**src/design/uart_flag_pkg.sv**
```systemverilog
// shared constants and types for the serial port control and flag logic
package uart_flag_pkg;

	localparam int unsigned ADDR_W = 8;
	localparam int unsigned DATA_W = 32;

	// register byte offsets
	localparam logic [ADDR_W-1:0] OFF_CTRL   = 8'h00;
	localparam logic [ADDR_W-1:0] OFF_STATUS = 8'h04;
	localparam logic [ADDR_W-1:0] OFF_MASK   = 8'h08;
	localparam logic [ADDR_W-1:0] OFF_RXDATA = 8'h0c;
	localparam logic [ADDR_W-1:0] OFF_ADDR   = 8'h10;

	// field positions
	localparam int unsigned CTRL_LSB       = 3;
	localparam int unsigned CTRL_MSB       = 7;
	localparam int unsigned RX9_POS        = 2;
	localparam int unsigned FLAG_MSB       = 1;
	localparam int unsigned PORT_ADDR_LSB  = 0;
	localparam int unsigned BCAST_ADDR_LSB = 8;

	// reset values
	localparam logic [4:0] CTRL_RST       = 5'h00;
	localparam logic [1:0] MASK_RST       = 2'h0;
	localparam logic [7:0] PORT_ADDR_RST  = 8'h00;
	localparam logic [7:0] BCAST_ADDR_RST = 8'hff;

	localparam logic [1:0] RESP_OKAY   = 2'h0;
	localparam logic [1:0] RESP_SLVERR = 2'h2;

	typedef enum logic [1:0] {
		MODE_SYNC = 2'h0,
		MODE_8BIT = 2'h1,
		MODE_9FIX = 2'h2,
		MODE_9VAR = 2'h3
	} serial_mode_t;

	// layout matches control register bits 7..3
	typedef struct packed {
		serial_mode_t mode;
		logic         multiproc_stop_check;
		logic         rx_enable_bit;
		logic         tx_ninth_bit;
	} ctrl_t;

	typedef struct packed {
		logic tx_done_flag;
		logic rx_done_flag;
	} flags_t;

	typedef struct packed {
		logic [7:0] data;
		logic       ninth;
		logic       stop;
	} rx_frame_t;

	typedef struct packed {
		logic [ADDR_W-1:0] addr;
		logic [DATA_W-1:0] data;
		logic [3:0]        strb;
	} reg_wr_t;

endpackage

```
**src/design/rx_frame_qualifier.sv**
```systemverilog
// decides whether a received frame is taken and what lands in the ninth bit
`timescale 1ns/100ps
module rx_frame_qualifier
	import uart_flag_pkg::*;
(
	input  wire uart_flag_pkg::ctrl_t     ctrl,
	input  wire logic                     rx_done_flag,
	input  wire uart_flag_pkg::rx_frame_t frame,
	input  wire logic [7:0]               port_addr,
	input  wire logic [7:0]               bcast_addr,
	output logic                          accept,
	output logic                          load_ninth,
	output logic                          ninth_val
);

	logic open_rx;
	logic addr_hit;

	// a pending byte blocks the next one so software never loses it unseen
	assign open_rx  = ctrl.rx_enable_bit & ~rx_done_flag;
	assign addr_hit = (frame.data == port_addr) | (frame.data == bcast_addr);

	always_comb begin
		accept     = 1'b0;
		load_ninth = 1'b0;
		ninth_val  = 1'b0;
		unique case (ctrl.mode)
			MODE_SYNC: begin
				accept = open_rx;
			end
			MODE_8BIT: begin
				accept     = open_rx & (~ctrl.multiproc_stop_check | frame.stop);
				load_ninth = 1'b1;
				ninth_val  = frame.stop;
			end
			MODE_9FIX, MODE_9VAR: begin
				accept     = open_rx & (~ctrl.multiproc_stop_check
					| (frame.ninth & addr_hit));
				load_ninth = 1'b1;
				ninth_val  = frame.ninth;
			end
		endcase
	end

endmodule

```
**src/design/axil_slave.sv**
```systemverilog
// AXI4-Lite slave front end: one write and one read at a time
`timescale 1ns/100ps
module axil_slave
	import uart_flag_pkg::*;
(
	input  wire logic                      aclk,
	input  wire logic                      aresetn,
	input  wire logic [ADDR_W-1:0]         s_awaddr,
	input  wire logic                      s_awvalid,
	output logic                           s_awready,
	input  wire logic [DATA_W-1:0]         s_wdata,
	input  wire logic [3:0]                s_wstrb,
	input  wire logic                      s_wvalid,
	output logic                           s_wready,
	output logic [1:0]                     s_bresp,
	output logic                           s_bvalid,
	input  wire logic                      s_bready,
	input  wire logic [ADDR_W-1:0]         s_araddr,
	input  wire logic                      s_arvalid,
	output logic                           s_arready,
	output logic [DATA_W-1:0]              s_rdata,
	output logic [1:0]                     s_rresp,
	output logic                           s_rvalid,
	input  wire logic                      s_rready,
	output uart_flag_pkg::reg_wr_t         wr,
	output logic                           wr_fire,
	input  wire logic                      wr_ok,
	output logic [ADDR_W-1:0]              rd_addr,
	input  wire logic [DATA_W-1:0]         rd_word,
	input  wire logic                      rd_ok
);

	// address and data are each held until both have arrived
	assign wr_fire = ~s_awready & ~s_wready & ~s_bvalid;
	assign rd_addr = s_araddr;

	always_ff @(posedge aclk) begin
		if (!aresetn) begin
			s_awready <= 1'b1;
			s_wready  <= 1'b1;
			s_bvalid  <= 1'b0;
			s_bresp   <= RESP_OKAY;
			wr        <= '0;
		end else begin
			if (s_awvalid && s_awready) begin
				s_awready <= 1'b0;
				wr.addr   <= s_awaddr;
			end
			if (s_wvalid && s_wready) begin
				s_wready <= 1'b0;
				wr.data  <= s_wdata;
				wr.strb  <= s_wstrb;
			end
			if (wr_fire) begin
				s_bvalid <= 1'b1;
				s_bresp  <= wr_ok ? RESP_OKAY : RESP_SLVERR;
			end
			if (s_bvalid && s_bready) begin
				s_bvalid  <= 1'b0;
				s_awready <= 1'b1;
				s_wready  <= 1'b1;
			end
		end
	end

	always_ff @(posedge aclk) begin
		if (!aresetn) begin
			s_arready <= 1'b1;
			s_rvalid  <= 1'b0;
			s_rdata   <= '0;
			s_rresp   <= RESP_OKAY;
		end else if (s_arvalid && s_arready) begin
			s_arready <= 1'b0;
			s_rvalid  <= 1'b1;
			s_rdata   <= rd_word;
			s_rresp   <= rd_ok ? RESP_OKAY : RESP_SLVERR;
		end else if (s_rvalid && s_rready) begin
			s_rvalid  <= 1'b0;
			s_arready <= 1'b1;
		end
	end

endmodule

```
**src/design/serial_flag_ctrl.sv**
```systemverilog
// control and completion flag logic of serial port zero
// Function
// - 8-bit mode, stop check 0: frame taken whatever the stop bit level.
// - 8-bit mode, stop check 1: receive flag set only if stop bit is one.
// - 9-bit modes, check 0: ninth bit plays no part in taking a frame.
// - 9-bit modes, check 1: flag only for ninth bit one and address match.
// - receive enable one takes frames; zero disables reception.
// - transmit ninth bit goes out as ninth bit in modes 2, 3 only.
// - modes 2 and 3: received ninth bit loads the receive ninth bit.
// - mode 1 with check 0: stop bit level loads the receive ninth bit.
// - synchronous mode 0 never updates the receive ninth bit.
// - transmit flag sets after eighth bit in mode 0, at stop start otherwise.
// - either flag raises the serial interrupt when enabled; only software clears.
// - receive flag sets when a byte is received and accepted.
`timescale 1ns/100ps
module serial_flag_ctrl
	import uart_flag_pkg::*;
(
	input  wire logic                      aclk,
	input  wire logic                      aresetn,
	input  wire logic [ADDR_W-1:0]         s_awaddr,
	input  wire logic                      s_awvalid,
	output logic                           s_awready,
	input  wire logic [DATA_W-1:0]         s_wdata,
	input  wire logic [3:0]                s_wstrb,
	input  wire logic                      s_wvalid,
	output logic                           s_wready,
	output logic [1:0]                     s_bresp,
	output logic                           s_bvalid,
	input  wire logic                      s_bready,
	input  wire logic [ADDR_W-1:0]         s_araddr,
	input  wire logic                      s_arvalid,
	output logic                           s_arready,
	output logic [DATA_W-1:0]              s_rdata,
	output logic [1:0]                     s_rresp,
	output logic                           s_rvalid,
	input  wire logic                      s_rready,
	input  wire logic                      rx_frame_valid,
	input  wire uart_flag_pkg::rx_frame_t  rx_frame,
	input  wire logic                      tx_eighth_done,
	input  wire logic                      tx_stop_begin,
	output uart_flag_pkg::serial_mode_t    serial_mode,
	output logic                           rx_enable_out,
	output logic                           tx_ninth_out,
	output logic                           rx_load,
	output logic [7:0]                     rx_byte,
	output logic                           irq
);

	////////////////////////////////////////////////////////////////////////////
	// declarations

	ctrl_t             ctrl;
	flags_t            flags;
	flags_t            mask;
	logic              rx_ninth_bit;
	logic [7:0]        port_addr;
	logic [7:0]        bcast_addr;

	reg_wr_t           wr;
	logic              wr_fire;
	logic              wr_ok;
	logic [ADDR_W-1:0] rd_addr;
	logic [DATA_W-1:0] rd_word;
	logic              rd_ok;

	logic              accept;
	logic              load_ninth;
	logic              ninth_val;
	logic              rx_take;
	logic              set_tx;
	flags_t            clr;

	function automatic logic reg_known(input logic [ADDR_W-1:0] a);
		reg_known = (a == OFF_CTRL) || (a == OFF_STATUS) || (a == OFF_MASK)
			|| (a == OFF_RXDATA) || (a == OFF_ADDR);
	endfunction

	function automatic logic wr_hit(input reg_wr_t w, input logic [ADDR_W-1:0] a);
		wr_hit = (w.addr == a) && w.strb[0];
	endfunction

	////////////////////////////////////////////////////////////////////////////
	// register bus

	axil_slave u_bus (
		.aclk      (aclk),
		.aresetn   (aresetn),
		.s_awaddr  (s_awaddr),
		.s_awvalid (s_awvalid),
		.s_awready (s_awready),
		.s_wdata   (s_wdata),
		.s_wstrb   (s_wstrb),
		.s_wvalid  (s_wvalid),
		.s_wready  (s_wready),
		.s_bresp   (s_bresp),
		.s_bvalid  (s_bvalid),
		.s_bready  (s_bready),
		.s_araddr  (s_araddr),
		.s_arvalid (s_arvalid),
		.s_arready (s_arready),
		.s_rdata   (s_rdata),
		.s_rresp   (s_rresp),
		.s_rvalid  (s_rvalid),
		.s_rready  (s_rready),
		.wr        (wr),
		.wr_fire   (wr_fire),
		.wr_ok     (wr_ok),
		.rd_addr   (rd_addr),
		.rd_word   (rd_word),
		.rd_ok     (rd_ok)
	);

	assign wr_ok = reg_known(wr.addr);
	assign rd_ok = reg_known(rd_addr);

	always_comb begin
		rd_word = '0;
		unique case (rd_addr)
			OFF_CTRL: begin
				rd_word[CTRL_MSB:CTRL_LSB] = ctrl;
				rd_word[RX9_POS]           = rx_ninth_bit;
				rd_word[FLAG_MSB:0]        = flags;
			end
			OFF_STATUS: rd_word[FLAG_MSB:0] = flags;
			OFF_MASK:   rd_word[FLAG_MSB:0] = mask;
			OFF_RXDATA: rd_word[7:0]        = rx_byte;
			OFF_ADDR: begin
				rd_word[PORT_ADDR_LSB +: 8]  = port_addr;
				rd_word[BCAST_ADDR_LSB +: 8] = bcast_addr;
			end
			default:    rd_word = '0;
		endcase
	end

	////////////////////////////////////////////////////////////////////////////
	// software-written control

	always_ff @(posedge aclk) begin
		if (!aresetn) begin
			ctrl <= CTRL_RST;
		end else if (wr_fire && wr_hit(wr, OFF_CTRL)) begin
			ctrl <= wr.data[CTRL_MSB:CTRL_LSB];
		end
	end

	always_ff @(posedge aclk) begin
		if (!aresetn) begin
			mask <= MASK_RST;
		end else if (wr_fire && wr_hit(wr, OFF_MASK)) begin
			mask <= wr.data[FLAG_MSB:0];
		end
	end

	always_ff @(posedge aclk) begin
		if (!aresetn) begin
			port_addr  <= PORT_ADDR_RST;
			bcast_addr <= BCAST_ADDR_RST;
		end else if (wr_fire && wr.addr == OFF_ADDR) begin
			if (wr.strb[0]) begin
				port_addr <= wr.data[PORT_ADDR_LSB +: 8];
			end
			if (wr.strb[1]) begin
				bcast_addr <= wr.data[BCAST_ADDR_LSB +: 8];
			end
		end
	end

	////////////////////////////////////////////////////////////////////////////
	// receive qualification

	rx_frame_qualifier u_qual (
		.ctrl         (ctrl),
		.rx_done_flag (flags.rx_done_flag),
		.frame        (rx_frame),
		.port_addr    (port_addr),
		.bcast_addr   (bcast_addr),
		.accept       (accept),
		.load_ninth   (load_ninth),
		.ninth_val    (ninth_val)
	);

	assign rx_take = rx_frame_valid & accept;

	always_ff @(posedge aclk) begin
		if (!aresetn) begin
			rx_byte <= 8'h00;
			rx_load <= 1'b0;
		end else begin
			rx_load <= rx_take;
			if (rx_take) begin
				rx_byte <= rx_frame.data;
			end
		end
	end

	// rejected frames leave the ninth bit alone as well as the data
	always_ff @(posedge aclk) begin
		if (!aresetn) begin
			rx_ninth_bit <= 1'b0;
		end else if (rx_take && load_ninth) begin
			rx_ninth_bit <= ninth_val;
		end
	end

	////////////////////////////////////////////////////////////////////////////
	// completion flags and interrupt

	// mode 0 has no stop bit; the async modes flag at its start
	assign set_tx = (ctrl.mode == MODE_SYNC) ? tx_eighth_done : tx_stop_begin;
	assign clr    = (wr_fire && wr_hit(wr, OFF_STATUS)) ? wr.data[FLAG_MSB:0] : '0;

	// a hardware set in the clearing cycle wins over the clear
	always_ff @(posedge aclk) begin
		if (!aresetn) begin
			flags <= '0;
		end else begin
			flags.tx_done_flag <= set_tx | (flags.tx_done_flag & ~clr.tx_done_flag);
			flags.rx_done_flag <= rx_take | (flags.rx_done_flag & ~clr.rx_done_flag);
		end
	end

	always_ff @(posedge aclk) begin
		if (!aresetn) begin
			irq <= 1'b0;
		end else begin
			irq <= |(flags & mask);
		end
	end

	////////////////////////////////////////////////////////////////////////////
	// outputs to the shift engine

	always_ff @(posedge aclk) begin
		if (!aresetn) begin
			serial_mode   <= MODE_SYNC;
			rx_enable_out <= 1'b0;
			tx_ninth_out  <= 1'b0;
		end else begin
			serial_mode   <= ctrl.mode;
			rx_enable_out <= ctrl.rx_enable_bit;
			tx_ninth_out  <= ctrl.mode[1] & ctrl.tx_ninth_bit;
		end
	end

	////////////////////////////////////////////////////////////////////////////
	// assertions

	a_tx_sync_set: assert property (@(posedge aclk) disable iff (!aresetn)
		ctrl.mode == MODE_SYNC && tx_eighth_done |=> flags.tx_done_flag)
		else $error("transmit flag missed after eighth bit");

	a_tx_async_set: assert property (@(posedge aclk) disable iff (!aresetn)
		ctrl.mode != MODE_SYNC && tx_stop_begin |=> flags.tx_done_flag)
		else $error("transmit flag missed at stop start");

	a_tx_wrong_event: assert property (@(posedge aclk) disable iff (!aresetn)
		ctrl.mode == MODE_SYNC && tx_stop_begin && !tx_eighth_done
		&& !flags.tx_done_flag |=> !flags.tx_done_flag)
		else $error("transmit flag set by stop event in mode 0");

	a_tx_async_eighth: assert property (@(posedge aclk) disable iff (!aresetn)
		ctrl.mode != MODE_SYNC && tx_eighth_done && !tx_stop_begin
		&& !flags.tx_done_flag |=> !flags.tx_done_flag)
		else $error("transmit flag set by eighth bit outside mode 0");

	// only a software clear in this very cycle may drop a set flag
	a_flag_sticky: assert property (@(posedge aclk) disable iff (!aresetn)
		flags.rx_done_flag && !clr.rx_done_flag |=> flags.rx_done_flag)
		else $error("receive flag cleared by hardware");

	a_tx_sticky: assert property (@(posedge aclk) disable iff (!aresetn)
		flags.tx_done_flag && !clr.tx_done_flag |=> flags.tx_done_flag)
		else $error("transmit flag cleared by hardware");

	a_irq_follows: assert property (@(posedge aclk) disable iff (!aresetn)
		flags.tx_done_flag && mask.tx_done_flag |=> irq)
		else $error("interrupt not raised for masked-in flag");

	a_irq_masked: assert property (@(posedge aclk) disable iff (!aresetn)
		(mask & flags) == 2'h0 |=> !irq)
		else $error("interrupt raised with nothing enabled");

	a_rx_disabled: assert property (@(posedge aclk) disable iff (!aresetn)
		rx_frame_valid && !ctrl.rx_enable_bit && !flags.rx_done_flag
		|=> !flags.rx_done_flag && !rx_load)
		else $error("frame taken while receive disabled");

	a_rx_held: assert property (@(posedge aclk) disable iff (!aresetn)
		rx_frame_valid && flags.rx_done_flag |=> !rx_load)
		else $error("frame taken over a pending byte");

	a_stop_rejected: assert property (@(posedge aclk) disable iff (!aresetn)
		ctrl.mode == MODE_8BIT && ctrl.multiproc_stop_check && rx_frame_valid
		&& !rx_frame.stop && !flags.rx_done_flag |=> !flags.rx_done_flag)
		else $error("frame with low stop bit taken");

	a_stop_accept: assert property (@(posedge aclk) disable iff (!aresetn)
		ctrl.mode == MODE_8BIT && ctrl.multiproc_stop_check && ctrl.rx_enable_bit
		&& rx_frame_valid && rx_frame.stop && !flags.rx_done_flag
		|=> flags.rx_done_flag && rx_ninth_bit)
		else $error("frame with high stop bit not taken");

	a_stop_ignored: assert property (@(posedge aclk) disable iff (!aresetn)
		ctrl.mode == MODE_8BIT && !ctrl.multiproc_stop_check && rx_frame_valid
		&& ctrl.rx_enable_bit && !flags.rx_done_flag
		|=> flags.rx_done_flag && rx_ninth_bit == $past(rx_frame.stop))
		else $error("8-bit frame not taken or stop bit not stored");

	a_addr_filter: assert property (@(posedge aclk) disable iff (!aresetn)
		ctrl.mode[1] && ctrl.multiproc_stop_check && rx_frame_valid
		&& (!rx_frame.ninth || (rx_frame.data != port_addr
		&& rx_frame.data != bcast_addr)) && !flags.rx_done_flag
		|=> !flags.rx_done_flag)
		else $error("frame taken without address match");

	a_addr_accept: assert property (@(posedge aclk) disable iff (!aresetn)
		ctrl.mode[1] && ctrl.multiproc_stop_check && ctrl.rx_enable_bit
		&& rx_frame_valid && rx_frame.ninth && (rx_frame.data == port_addr
		|| rx_frame.data == bcast_addr) && !flags.rx_done_flag
		|=> flags.rx_done_flag && rx_ninth_bit)
		else $error("addressed frame not taken");

	a_ninth_ignored: assert property (@(posedge aclk) disable iff (!aresetn)
		ctrl.mode[1] && !ctrl.multiproc_stop_check && rx_frame_valid
		&& ctrl.rx_enable_bit && !flags.rx_done_flag
		|=> flags.rx_done_flag && rx_ninth_bit == $past(rx_frame.ninth))
		else $error("9-bit frame not taken or ninth bit not stored");

	a_sync_ninth: assert property (@(posedge aclk) disable iff (!aresetn)
		ctrl.mode == MODE_SYNC |=> $stable(rx_ninth_bit))
		else $error("ninth bit changed in mode 0");

	a_tx_ninth_out: assert property (@(posedge aclk) disable iff (!aresetn)
		##1 tx_ninth_out == ($past(ctrl.mode[1]) && $past(ctrl.tx_ninth_bit)))
		else $error("ninth transmit bit wrong for mode");

	a_rx_load_data: assert property (@(posedge aclk) disable iff (!aresetn)
		rx_load |-> flags.rx_done_flag && rx_byte == $past(rx_frame.data))
		else $error("accepted byte not flagged or not stored");

	a_wr_answer: assert property (@(posedge aclk) disable iff (!aresetn)
		wr_fire |=> s_bvalid && !wr_fire)
		else $error("write answer not one cycle after both halves");

	a_rd_answer: assert property (@(posedge aclk) disable iff (!aresetn)
		s_arvalid && s_arready |=> s_rvalid && !s_arready)
		else $error("read answer not one cycle after address");

endmodule

```
**config.mk**
```make
export PLATFORM = sky130hd
export DESIGN_NAME = serial_flag_ctrl
export DESIGN_NICKNAME = d
export VERILOG_FILES = /design/src/design/uart_flag_pkg.sv /design/src/design/rx_frame_qualifier.sv /design/src/design/axil_slave.sv /design/src/design/serial_flag_ctrl.sv
export SDC_FILE = /design/constraint.sdc
export NUM_CORES = 1
export LEC_CHECK = 0
export BUFFER_PORTS_ARGS = -buffer_cell sky130_fd_sc_hd__buf_4
export CAP_MARGIN = 15
export CORE_MARGIN = 2
export CORE_UTILIZATION = 45
export CTS_CLUSTER_SIZE = 20
export DETAILED_ROUTE_END_ITERATION = 16
export GPL_TIMING_DRIVEN = 0
export PLACE_DENSITY = 0.78
export SLEW_MARGIN = 20
export SYNTH_ARGS = -nofsm -noshare
export SYNTH_HDL_FRONTEND = slang
export SYNTH_SLANG_ARGS = --single-unit
```
**constraint.sdc**
```tcl
create_clock -name aclk -period 2.2 [get_ports aclk]
set_clock_uncertainty 0.05 [all_clocks]
set_input_delay 0.11 -clock aclk [delete_from_list [all_inputs] [get_ports aclk]]
set_output_delay 0.11 -clock aclk [all_outputs]
set_load 0.02 [all_outputs]
```
* Word level (Yosys, flattened, before mapping)
Index checks and enable logic that the tools add are counted.
** Word-level totals
- Register bits after elaboration :: 91
- Input port bits :: 72
** Operators by class
- Reduce and logical (&&, ||, !) cells :: 32
- Bitwise gates (word level) :: 24
- Equal/unequal tests :: 13
- Muxes and demuxes :: 14
** Operators by type and width (count)
- == test 8 x 4 -> 1 bit, second input constant :: 4
- case mux 6 bit (3 select lines) :: 1
- == test 8 x 3 -> 1 bit, second input constant :: 2
- == test 8 x 5 -> 1 bit, second input constant :: 2
- == test 8 bit :: 2
- logical NOT 8 bit :: 2
- logical AND 1 bit :: 13
- AND 1 bit :: 10
- logical OR 1 bit :: 8
- 2-to-1 mux 8 bit :: 1
- NOT 1 bit :: 8
- case mux 2 bit (4 select lines) :: 1
- OR reduction 2 bit :: 4
- 2-to-1 mux 1 bit :: 6
- 2-to-1 mux 2 bit :: 3
- bitwise OR 1 bit :: 5
- == test 2 bit, second input constant :: 2
- AND reduction 2 bit :: 2
- case mux 1 bit (3 select lines) :: 1
- OR reduction 3 bit :: 1
- AND 2 bit :: 1
- == test 2 x 1 -> 1 bit, second input constant :: 1
- logical NOT 2 bit :: 1
- case mux 1 bit (2 select lines) :: 1
- nonzero test 2 bit :: 1

* Logic depth before layout (Yosys ltp)
Gate-level depths: netlist of run 1.
- Word-level depth :: 8
- Mapped depth :: 6
- Depth with buffers taken out :: 5

* Cells and area by module
A second synthesis of run 1 with hierarchy kept.
** Second synthesis, totals
- Cells, all modules :: 629
- Area total of the unflattened synthesis :: 5676.7 um^2
** By module, submodules not included
- axil_slave :: area an instance 3580.9 um^2, instances 1, cells each 382, sequential area each 1661.6 um^2
- serial_flag_ctrl :: area an instance 1866.8 um^2, instances 1, cells each 216, sequential area each 800.8 um^2
- rx_frame_qualifier :: area an instance 229.0 um^2, instances 1, cells each 31, sequential area each 0.0 um^2

* Worst setup path after synthesis of run 1
OpenSTA, ideal clock, no wires.
- Kind :: register to register
- Start point :: reg u_bus.s_wready
- End point :: reg bcast_addr[0]
- Setup slack :: 0.515 ns
- Arrival :: 1.506 ns
- Clock period less this slack :: 1.685 ns
- Stages on the path, launching flop included :: 7
- Setup time :: 0.129 ns
- Required time :: 2.021 ns
- Buffers on the path :: 1
- Cell sequence :: dfxtp_1 > nor3_1 > and3_1 > buf_2 > nand4_2 > mux2i_1 > nand2_1
** On the way
- Longest elaborated chain between the ends :: 5
** RTL lines
- start, declared :: line axil_slave.sv:14 : output logic s_wready,
- start signal, assigned :: line axil_slave.sv:40 : s_wready <= 1'b1;
- start signal, assigned :: line axil_slave.sv:50 : s_wready <= 1'b0;
- start signal, assigned :: line axil_slave.sv:61 : s_wready <= 1'b1;
- NOT 1 bit :: line axil_slave.sv:34 : assign wr_fire = ~s_awready & ~s_wready & ~s_bvalid;
- AND 1 bit (2 in series) :: line axil_slave.sv:34
- logical AND 1 bit :: line serial_flag_ctrl.sv:159 : end else if (wr_fire && wr.addr == OFF_ADDR) begin
- AND reduction 2 bit (no line)
- end signal, assigned :: line serial_flag_ctrl.sv:164 : bcast_addr <= wr.data[BCAST_ADDR_LSB +: 8];
- end, declared :: line serial_flag_ctrl.sv:58 : logic [7:0] bcast_addr;
No other way between the ends.
A chain may end at the register's enable or synchronous reset.

* Worst setup path in the final report of run 1
- Start point :: reg u_bus.s_wready
- End point :: reg port_addr[7]
** On the way
- Longest elaborated chain between the ends :: 5
** RTL lines
- NOT 1 bit :: line axil_slave.sv:34
- AND 1 bit (2 in series) :: line axil_slave.sv:34
- logical AND 1 bit :: line serial_flag_ctrl.sv:159
- AND reduction 2 bit (no line)
- end signal, assigned :: line serial_flag_ctrl.sv:161 : port_addr <= wr.data[PORT_ADDR_LSB +: 8];
- end, declared :: line serial_flag_ctrl.sv:57 : logic [7:0] port_addr;
No other way between the ends.

==> results of run 1 <==
[state kept, by name (all words and copies together) (netlist names)]
register,cells
rx_ninth_bit,1
u_bus.s_bvalid,1
u_bus.s_arready,1
u_bus.s_rdata,16
u_bus.wr,26
mask,2
u_bus.s_wready,1
serial_mode,2
rx_load,1
flags,2
port_addr,8
u_bus.s_rresp,1
u_bus.s_awready,1
tx_ninth_out,1
rx_enable_out,1
bcast_addr,8
ctrl,5
u_bus.s_rvalid,1
irq,1
u_bus.s_bresp,1
rx_byte,8
[layer usage]
layer	track usage, %	vias to the layer above	part of all wire [%]
li1	-	1689	-
met1	26.53	1563	43
met2	38.11	109	50
met3	3.602	16	5.0
met4	7.262	0	1.7
met5	0	-	0
[how the worst max path moves through the flow]
stage                          endpoint  slack (ns)
final                      port_addr[7]        0.29
after global routing      bcast_addr[5]        0.16
after CTS                 bcast_addr[3]        0.30
after detailed placement   port_addr[7]        0.32
after global placement     port_addr[4]        0.40
after floorplan           bcast_addr[0]        0.52
[area by class of cell]
cell class                      count  area (um^2)  share of cell area (%)
Inverter                            6        22.52                  0.4316
Clock inverter                      2        10.01                  0.1918
Clock buffer                       14        182.7                   3.500
Buffer                             38        242.7                   4.651
Timing Repair Buffer              125         1033                   19.80
Tap cell                          105        131.4                   2.517
Multi-Input combinational cell    295         1814                   34.76
Sequential cell                    89         1782                   34.14
[worst register-to-register path: stages (launching register included)]
cell	delay (ns)
dfxtp_1	0.35
nor3_1	0.31
and3_1	0.20
buf_2	0.17
nand4_2	0.35
mux2i_1	0.31
nor2_1	0.06
[placed cells by master, fill, tap and decap left out, drive strengths merged, types with 4 or more instances in the layout]
cell type    netlist  routed
dlygate4sd3        0      38
and2               5       5
o21ai             15      15
mux2i             28      28
buf               24     111
nor2              36      36
a22o               8       8
mux2               6       6
dfxtp             89      89
nand2             63      63
xnor2             16      16
clkbuf            14      28
nand4              6       6
inv                6       6
and3               4       4
nand3             11      11
a21oi             36      36
a22oi             17      17
conb               1      18
[cell families after synthesis]
group / share of synthesized area [%]
buf+inv: 6.985
other cells: 0.09875
compound gates: 14.89
mux: 9.160
simple gates: 18.25
xor+xnor: 3.690
flops: 46.92
[power groups by stage]
stage | clock network (mW) | registers, mW | logic [mW]
after floorplan | 0 | 1.72 | 0.192
after global placement | 0 | 1.72 | 0.331
after detailed placement | 0 | 1.72 | 0.336
after CTS | 1.08 | 1.68 | 0.391
after global routing | 1.15 | 1.69 | 0.431
final | 1.07 | 1.68 | 0.394
[per-stage QoR]
| step | util, % | cells |
|---|---|---|
| 2_1_floorplan | - | 428 |
| 3_3_place_gp | 56.54 | 620 |
| 3_5_place_dp | 56.54 | 620 |
| 4_1_cts | 63.51 | 674 |
| 5_1_grt | 63.51 | 674 |
| 6_report | 63.51 | 674 |
==> results.ini, run 1 <==
[cts]
clock_latency_ns = 0.36
cts_resized = 0
clkSinkCount = 89
cts_made_buffers = 9
hold_buffers = 38
cts_setup_buffers = 0
cts.reportedPaths.clkPinSlew_ns = 0.08
cts.path.max_buffers = 2
cts_tree = built
cts_max_level = 3
cts_root_buf = clkbuf_8

[timing]
hold_violations = 0
setup_viol = 0
tightest_slew_ns = 0.5997
holdWs_ns = 0.01964
period_share_pct = 86.90
clock.fmax_mhz = 523.0
drv_slew = 0
finalWorstSetupSlack_ns = 0.2881
fin_setup_tns_ns = 0
period_needed_ns = 1.912
relSlewSlack_pct = 60.02
rsz0062_at_grt = false

[power]
power.internal_mw = 2.378
pwr-share-comb_pct = 12.5
irDropWorstVdd_uv = 243.7
swShare_pct = 24.47
cellPowerDensity_nw_per_um2 = 603.2
pwr-share-clk_pct = 34.1
power.switching_uw = 770.2
power_mw = 3.148
p_leak_nw = 2.326
power_frac_seq_pct = 53.4

[min_path]
hold_path_end = u_bus.s_rresp[1]
holdPathStages = 3
hp-class = in -> reg
min-delay-start = s_araddr[5]

[floorplanning]
die_y_um = 95.86
rows = 33
coreArea_um2 = 8217
io_pins = 127
start_util_pct = 46.22
die_w_um = 95.86
die_area_um2 = 9189

[logic_synthesis]
yosysMostFrequentCell = dfxtp_1
synthCells = 411
syn_avg_cell_area_um2 = 9.239
synth-main-ff-cell = dfxtp_1
synth_top_area_share_pct = 46.92
syn_area_um2 = 3797
yosysSeqAreaShare_pct = 46.92
synth.distinct_cells = 41
synth_edf_count = 0
ys_top_cells_by_area = dfxtp_1, mux2i_1, nand2_1, a21oi_1, buf_4
synth_common_cells = dfxtp_1, nand2_1, a21oi_1
post-synth-top-area-cell = dfxtp_1
synthArstFlopShare_pct = 0
ys.warnings.count = 0
synth_seq_cells = 89

[setup_path]
crit_path_start = u_bus.s_wready
rrSetupSlack_ns = 0.29
critPathSlowestCell = dfxtp_1
crit_chain = nor3_1 > and3_1 > buf_2 > nand4_2 > mux2i_1 > nor2_1
cp-end-kind = flip-flop
critPathMaxStageDelay_ns = 0.35
crit_cells = 6
arrival_ns = 2.10
startpoint_type = flip-flop
crit_buf_inv = 1
r2r_cells = 6
worstReg2RegStart = u_bus.s_wready
critPathTopFamily = simple AND/OR/NAND/NOR gates
critical_path_class = reg -> reg
cp.required_ns = 2.39
rr_endpoint = port_addr[7]
path_max_fanout = 8

[place]
postPlaceCellArea_um2 = 4646
gp_congestion = 0.9373
dp_slack_ns = 0.3206
io_buffers = 87
place_hpwl_um = 7232

[detailed_routing]
drcViolationCount = 0
wl_per_cell_um = 14.27
drt-total-wl_um = 9618
vias = 3377
vias_per_cell = 5.010
ant_nets = 0
firstDrtPassIters = 4
drt_first_iter_violations = 120

[grt]
track_usage_pct = 21.56
grt_pass1_vias = 3235
grt_pass1_wl_um = 15150
gr-total-overflow = 0
antenna_found_initial = 0
grt_max_degree = 14

[final_layout]
diodes = 0
drive_above_1_share_pct = 27.42
final_area_um2 = 5219
fillers = 705
area_growth_pct = 37.43
nNetsFinal = 636

[outcome]
status = finished clean

[flow_run]
drv_cap = 0

Power figures use the tool's default switching activity.
==> inputs of run 2 (changes only) <==
- CORE_MARGIN: 2 -> 3
- CORE_UTILIZATION: 45 -> 40
- PLACE_DENSITY: 0.78 -> 0.71
==> run 2 against run 1 <==
  * Combinational power about the same
  * Clock-buffer cell count decreased by 2
  * Cell count is 3.0% higher
  * Critical path depth unchanged
  * First-iteration DRC count rose by 30%
  * Flip-flop and latch count did not move
  * Via count rose by 0.41%
  * Fmax down 1.0%
  * Largest cell class unchanged
==> results.ini, run 2 (same netlist as run 1, synthesis figures left out) <==
[floorplanning]
die_y_um = 103.4  ; was 95.86 um
start_util_pct = 42.31  ; was 46.22%
die_area_um2 = 10700  ; was 9189 um^2
coreArea_um2 = 8976  ; was 8217 um^2
io_pins = 127  ; unchanged
die_w_um = 103.4  ; was 95.86 um
rows = 34  ; was 33

[power]
irDropWorstVdd_uv = 332.2  ; was 243.7 uV
power_mw = 3.133  ; was 3.148 mW
cellPowerDensity_nw_per_um2 = 599.1  ; was 603.2 nW/um^2
p_leak_nw = 2.310  ; was 2.326 nW

[timing]
period_needed_ns = 1.932  ; was 1.912 ns
setup_viol = 0  ; unchanged
relSlewSlack_pct = 51.50  ; was 60.02%
rsz0062_at_grt = false  ; unchanged
hold_violations = 0  ; unchanged
fin_setup_tns_ns = 0  ; unchanged
tightest_slew_ns = 0.7274  ; was 0.5997 ns
period_share_pct = 87.80  ; was 86.90%
drv_slew = 0  ; unchanged
clock.fmax_mhz = 517.7  ; was 523.0 MHz

[setup_path]
arrival_ns = 2.10  ; about the same
rr_endpoint = port_addr[3]  ; was port_addr[7]
rrSetupSlack_ns = 0.27  ; was 0.29 ns
worstReg2RegStart = u_bus.s_wready  ; unchanged
r2r_cells = 6  ; unchanged
cp.required_ns = 2.37  ; was 2.39 ns
cp-end-kind = flip-flop  ; unchanged
path_max_fanout = 8  ; unchanged
critical_path_class = reg -> reg  ; unchanged
startpoint_type = flip-flop  ; unchanged

[cts]
cts.path.max_buffers = 2  ; unchanged
cts_max_level = 3  ; unchanged
cts_resized = 0  ; unchanged
cts_made_buffers = 9  ; unchanged
clkSinkCount = 89  ; unchanged
cts.reportedPaths.clkPinSlew_ns = 0.08  ; about the same
cts_setup_buffers = 0  ; unchanged
cts_tree = built  ; unchanged
clock_latency_ns = 0.35  ; was 0.36 ns
hold_buffers = 38  ; unchanged
cts_root_buf = clkbuf_8  ; unchanged

[min_path]
hold_path_end = u_bus.s_rresp[1]  ; unchanged
hp-class = in -> reg  ; unchanged
min-delay-start = s_araddr[5]  ; unchanged
holdPathStages = 3  ; unchanged

[final_layout]
drive_above_1_share_pct = 26.94  ; was 27.42%
diodes = 0  ; unchanged
nNetsFinal = 636  ; unchanged
area_growth_pct = 37.73  ; was 37.43%
fillers = 790  ; was 705
multi_input_area_um2 = 1814  ; unchanged
largest-register = u_bus.wr  ; unchanged
final_cell_mix = buf_4, dfxtp_1, nand2_1, dlygate4sd3_1, a21oi_1  ; unchanged
largest_register_ffs = 26  ; unchanged
seq_area_um2 = 1782  ; unchanged
mostFrequentLayoutCell = buf_4  ; unchanged
final_area_um2 = 5230  ; was 5219 um^2
reg_top3 = u_bus.wr (26), u_bus.s_rdata (16)  ; unchanged

[place]
place_hpwl_um = 7397  ; was 7232 um
io_buffers = 87  ; unchanged
gp_congestion = 0.8557  ; was 0.9373
postPlaceCellArea_um2 = 4672  ; was 4646 um^2

[outcome]
status = finished clean  ; unchanged

[grt]
grt_pass1_vias = 3247  ; was 3235
gr-total-overflow = 0  ; unchanged
antenna_found_initial = 0  ; unchanged
grt_pass1_wl_um = 15640  ; was 15150 um
grt_max_degree = 14  ; unchanged
track_usage_pct = 18.95  ; was 21.56%

[detailed_routing]
vias_per_cell = 4.886  ; was 5.010
drt-total-wl_um = 9994  ; was 9618 um
drcViolationCount = 0  ; unchanged
ant_nets = 0  ; unchanged
wl_per_cell_um = 14.40  ; was 14.27 um
vias = 3391  ; was 3377
drt_first_iter_violations = 156  ; was 120
firstDrtPassIters = 4  ; unchanged

[flow_run]
drv_cap = 0  ; unchanged

==> run 2: worst max-delay path by stage <==
stage	depth (start not counted)	endpoint	slack, ns	from
2_1_floorplan	6	bcast_addr[0]	0.52	u_bus.s_wready
3_3_place_gp	6	port_addr[4]	0.36	u_bus.s_wready
3_5_place_dp	6	port_addr[4]	0.33	u_bus.s_wready
4_1_cts	6	port_addr[3]	0.28	u_bus.s_wready
5_1_grt	6	bcast_addr[6]	0.11	u_bus.s_wready
6_report	6	port_addr[3]	0.27	u_bus.s_wready
==> run 2: critical path, stage by stage, from the launching register on <==
cell and delay, ns:
dfxtp_1 0.35, nor3_1 0.33, and3_1 0.20, buf_2 0.18
nand4_2 0.35, mux2i_1 0.28, nor2_1 0.05
==> run 2: layout make-up <==
cell class	instances	area share, %
Buffer	38	4.641
Clock buffer	12	2.584
Clock inverter	3	0.8134
Inverter	6	0.4306
Multi-Input combinational cell	295	34.69
Sequential cell	89	34.07
Tap cell	126	3.014
Timing Repair Buffer	125	19.76
==> run 2: per-stage QoR <==
step / util [%] / hold WS, ns / setup slack [ns] / std cells
after floorplan: - / 0.1604 / 0.5150 / 428
after global placement: 52.05 / 0.2610 / 0.3551 / 641
after detailed placement: 52.05 / 0.2750 / 0.3305 / 641
after CTS: 58.27 / 0.02687 / 0.2794 / 694
after global routing: 58.27 / 0.02955 / 0.1057 / 694
final: 58.27 / 0.04474 / 0.2684 / 694
==> run 2: power breakdown <==
group	leakage (nW)	switching, mW	internal, mW
logic	1.50	0.200	0.198
clock network	0.0864	0.537	0.519
registers	0.723	0.0312	1.65
total	2.31	0.768	2.37
==> run 2: layer usage <==
metal  wire length (um)  GRT usage, %  up-vias
met5                  0             0        -
met4                215         6.972        0
met3                587         4.091       22
met2               4819         32.35      114
met1               4371         23.42     1569
li1                   -             -     1686
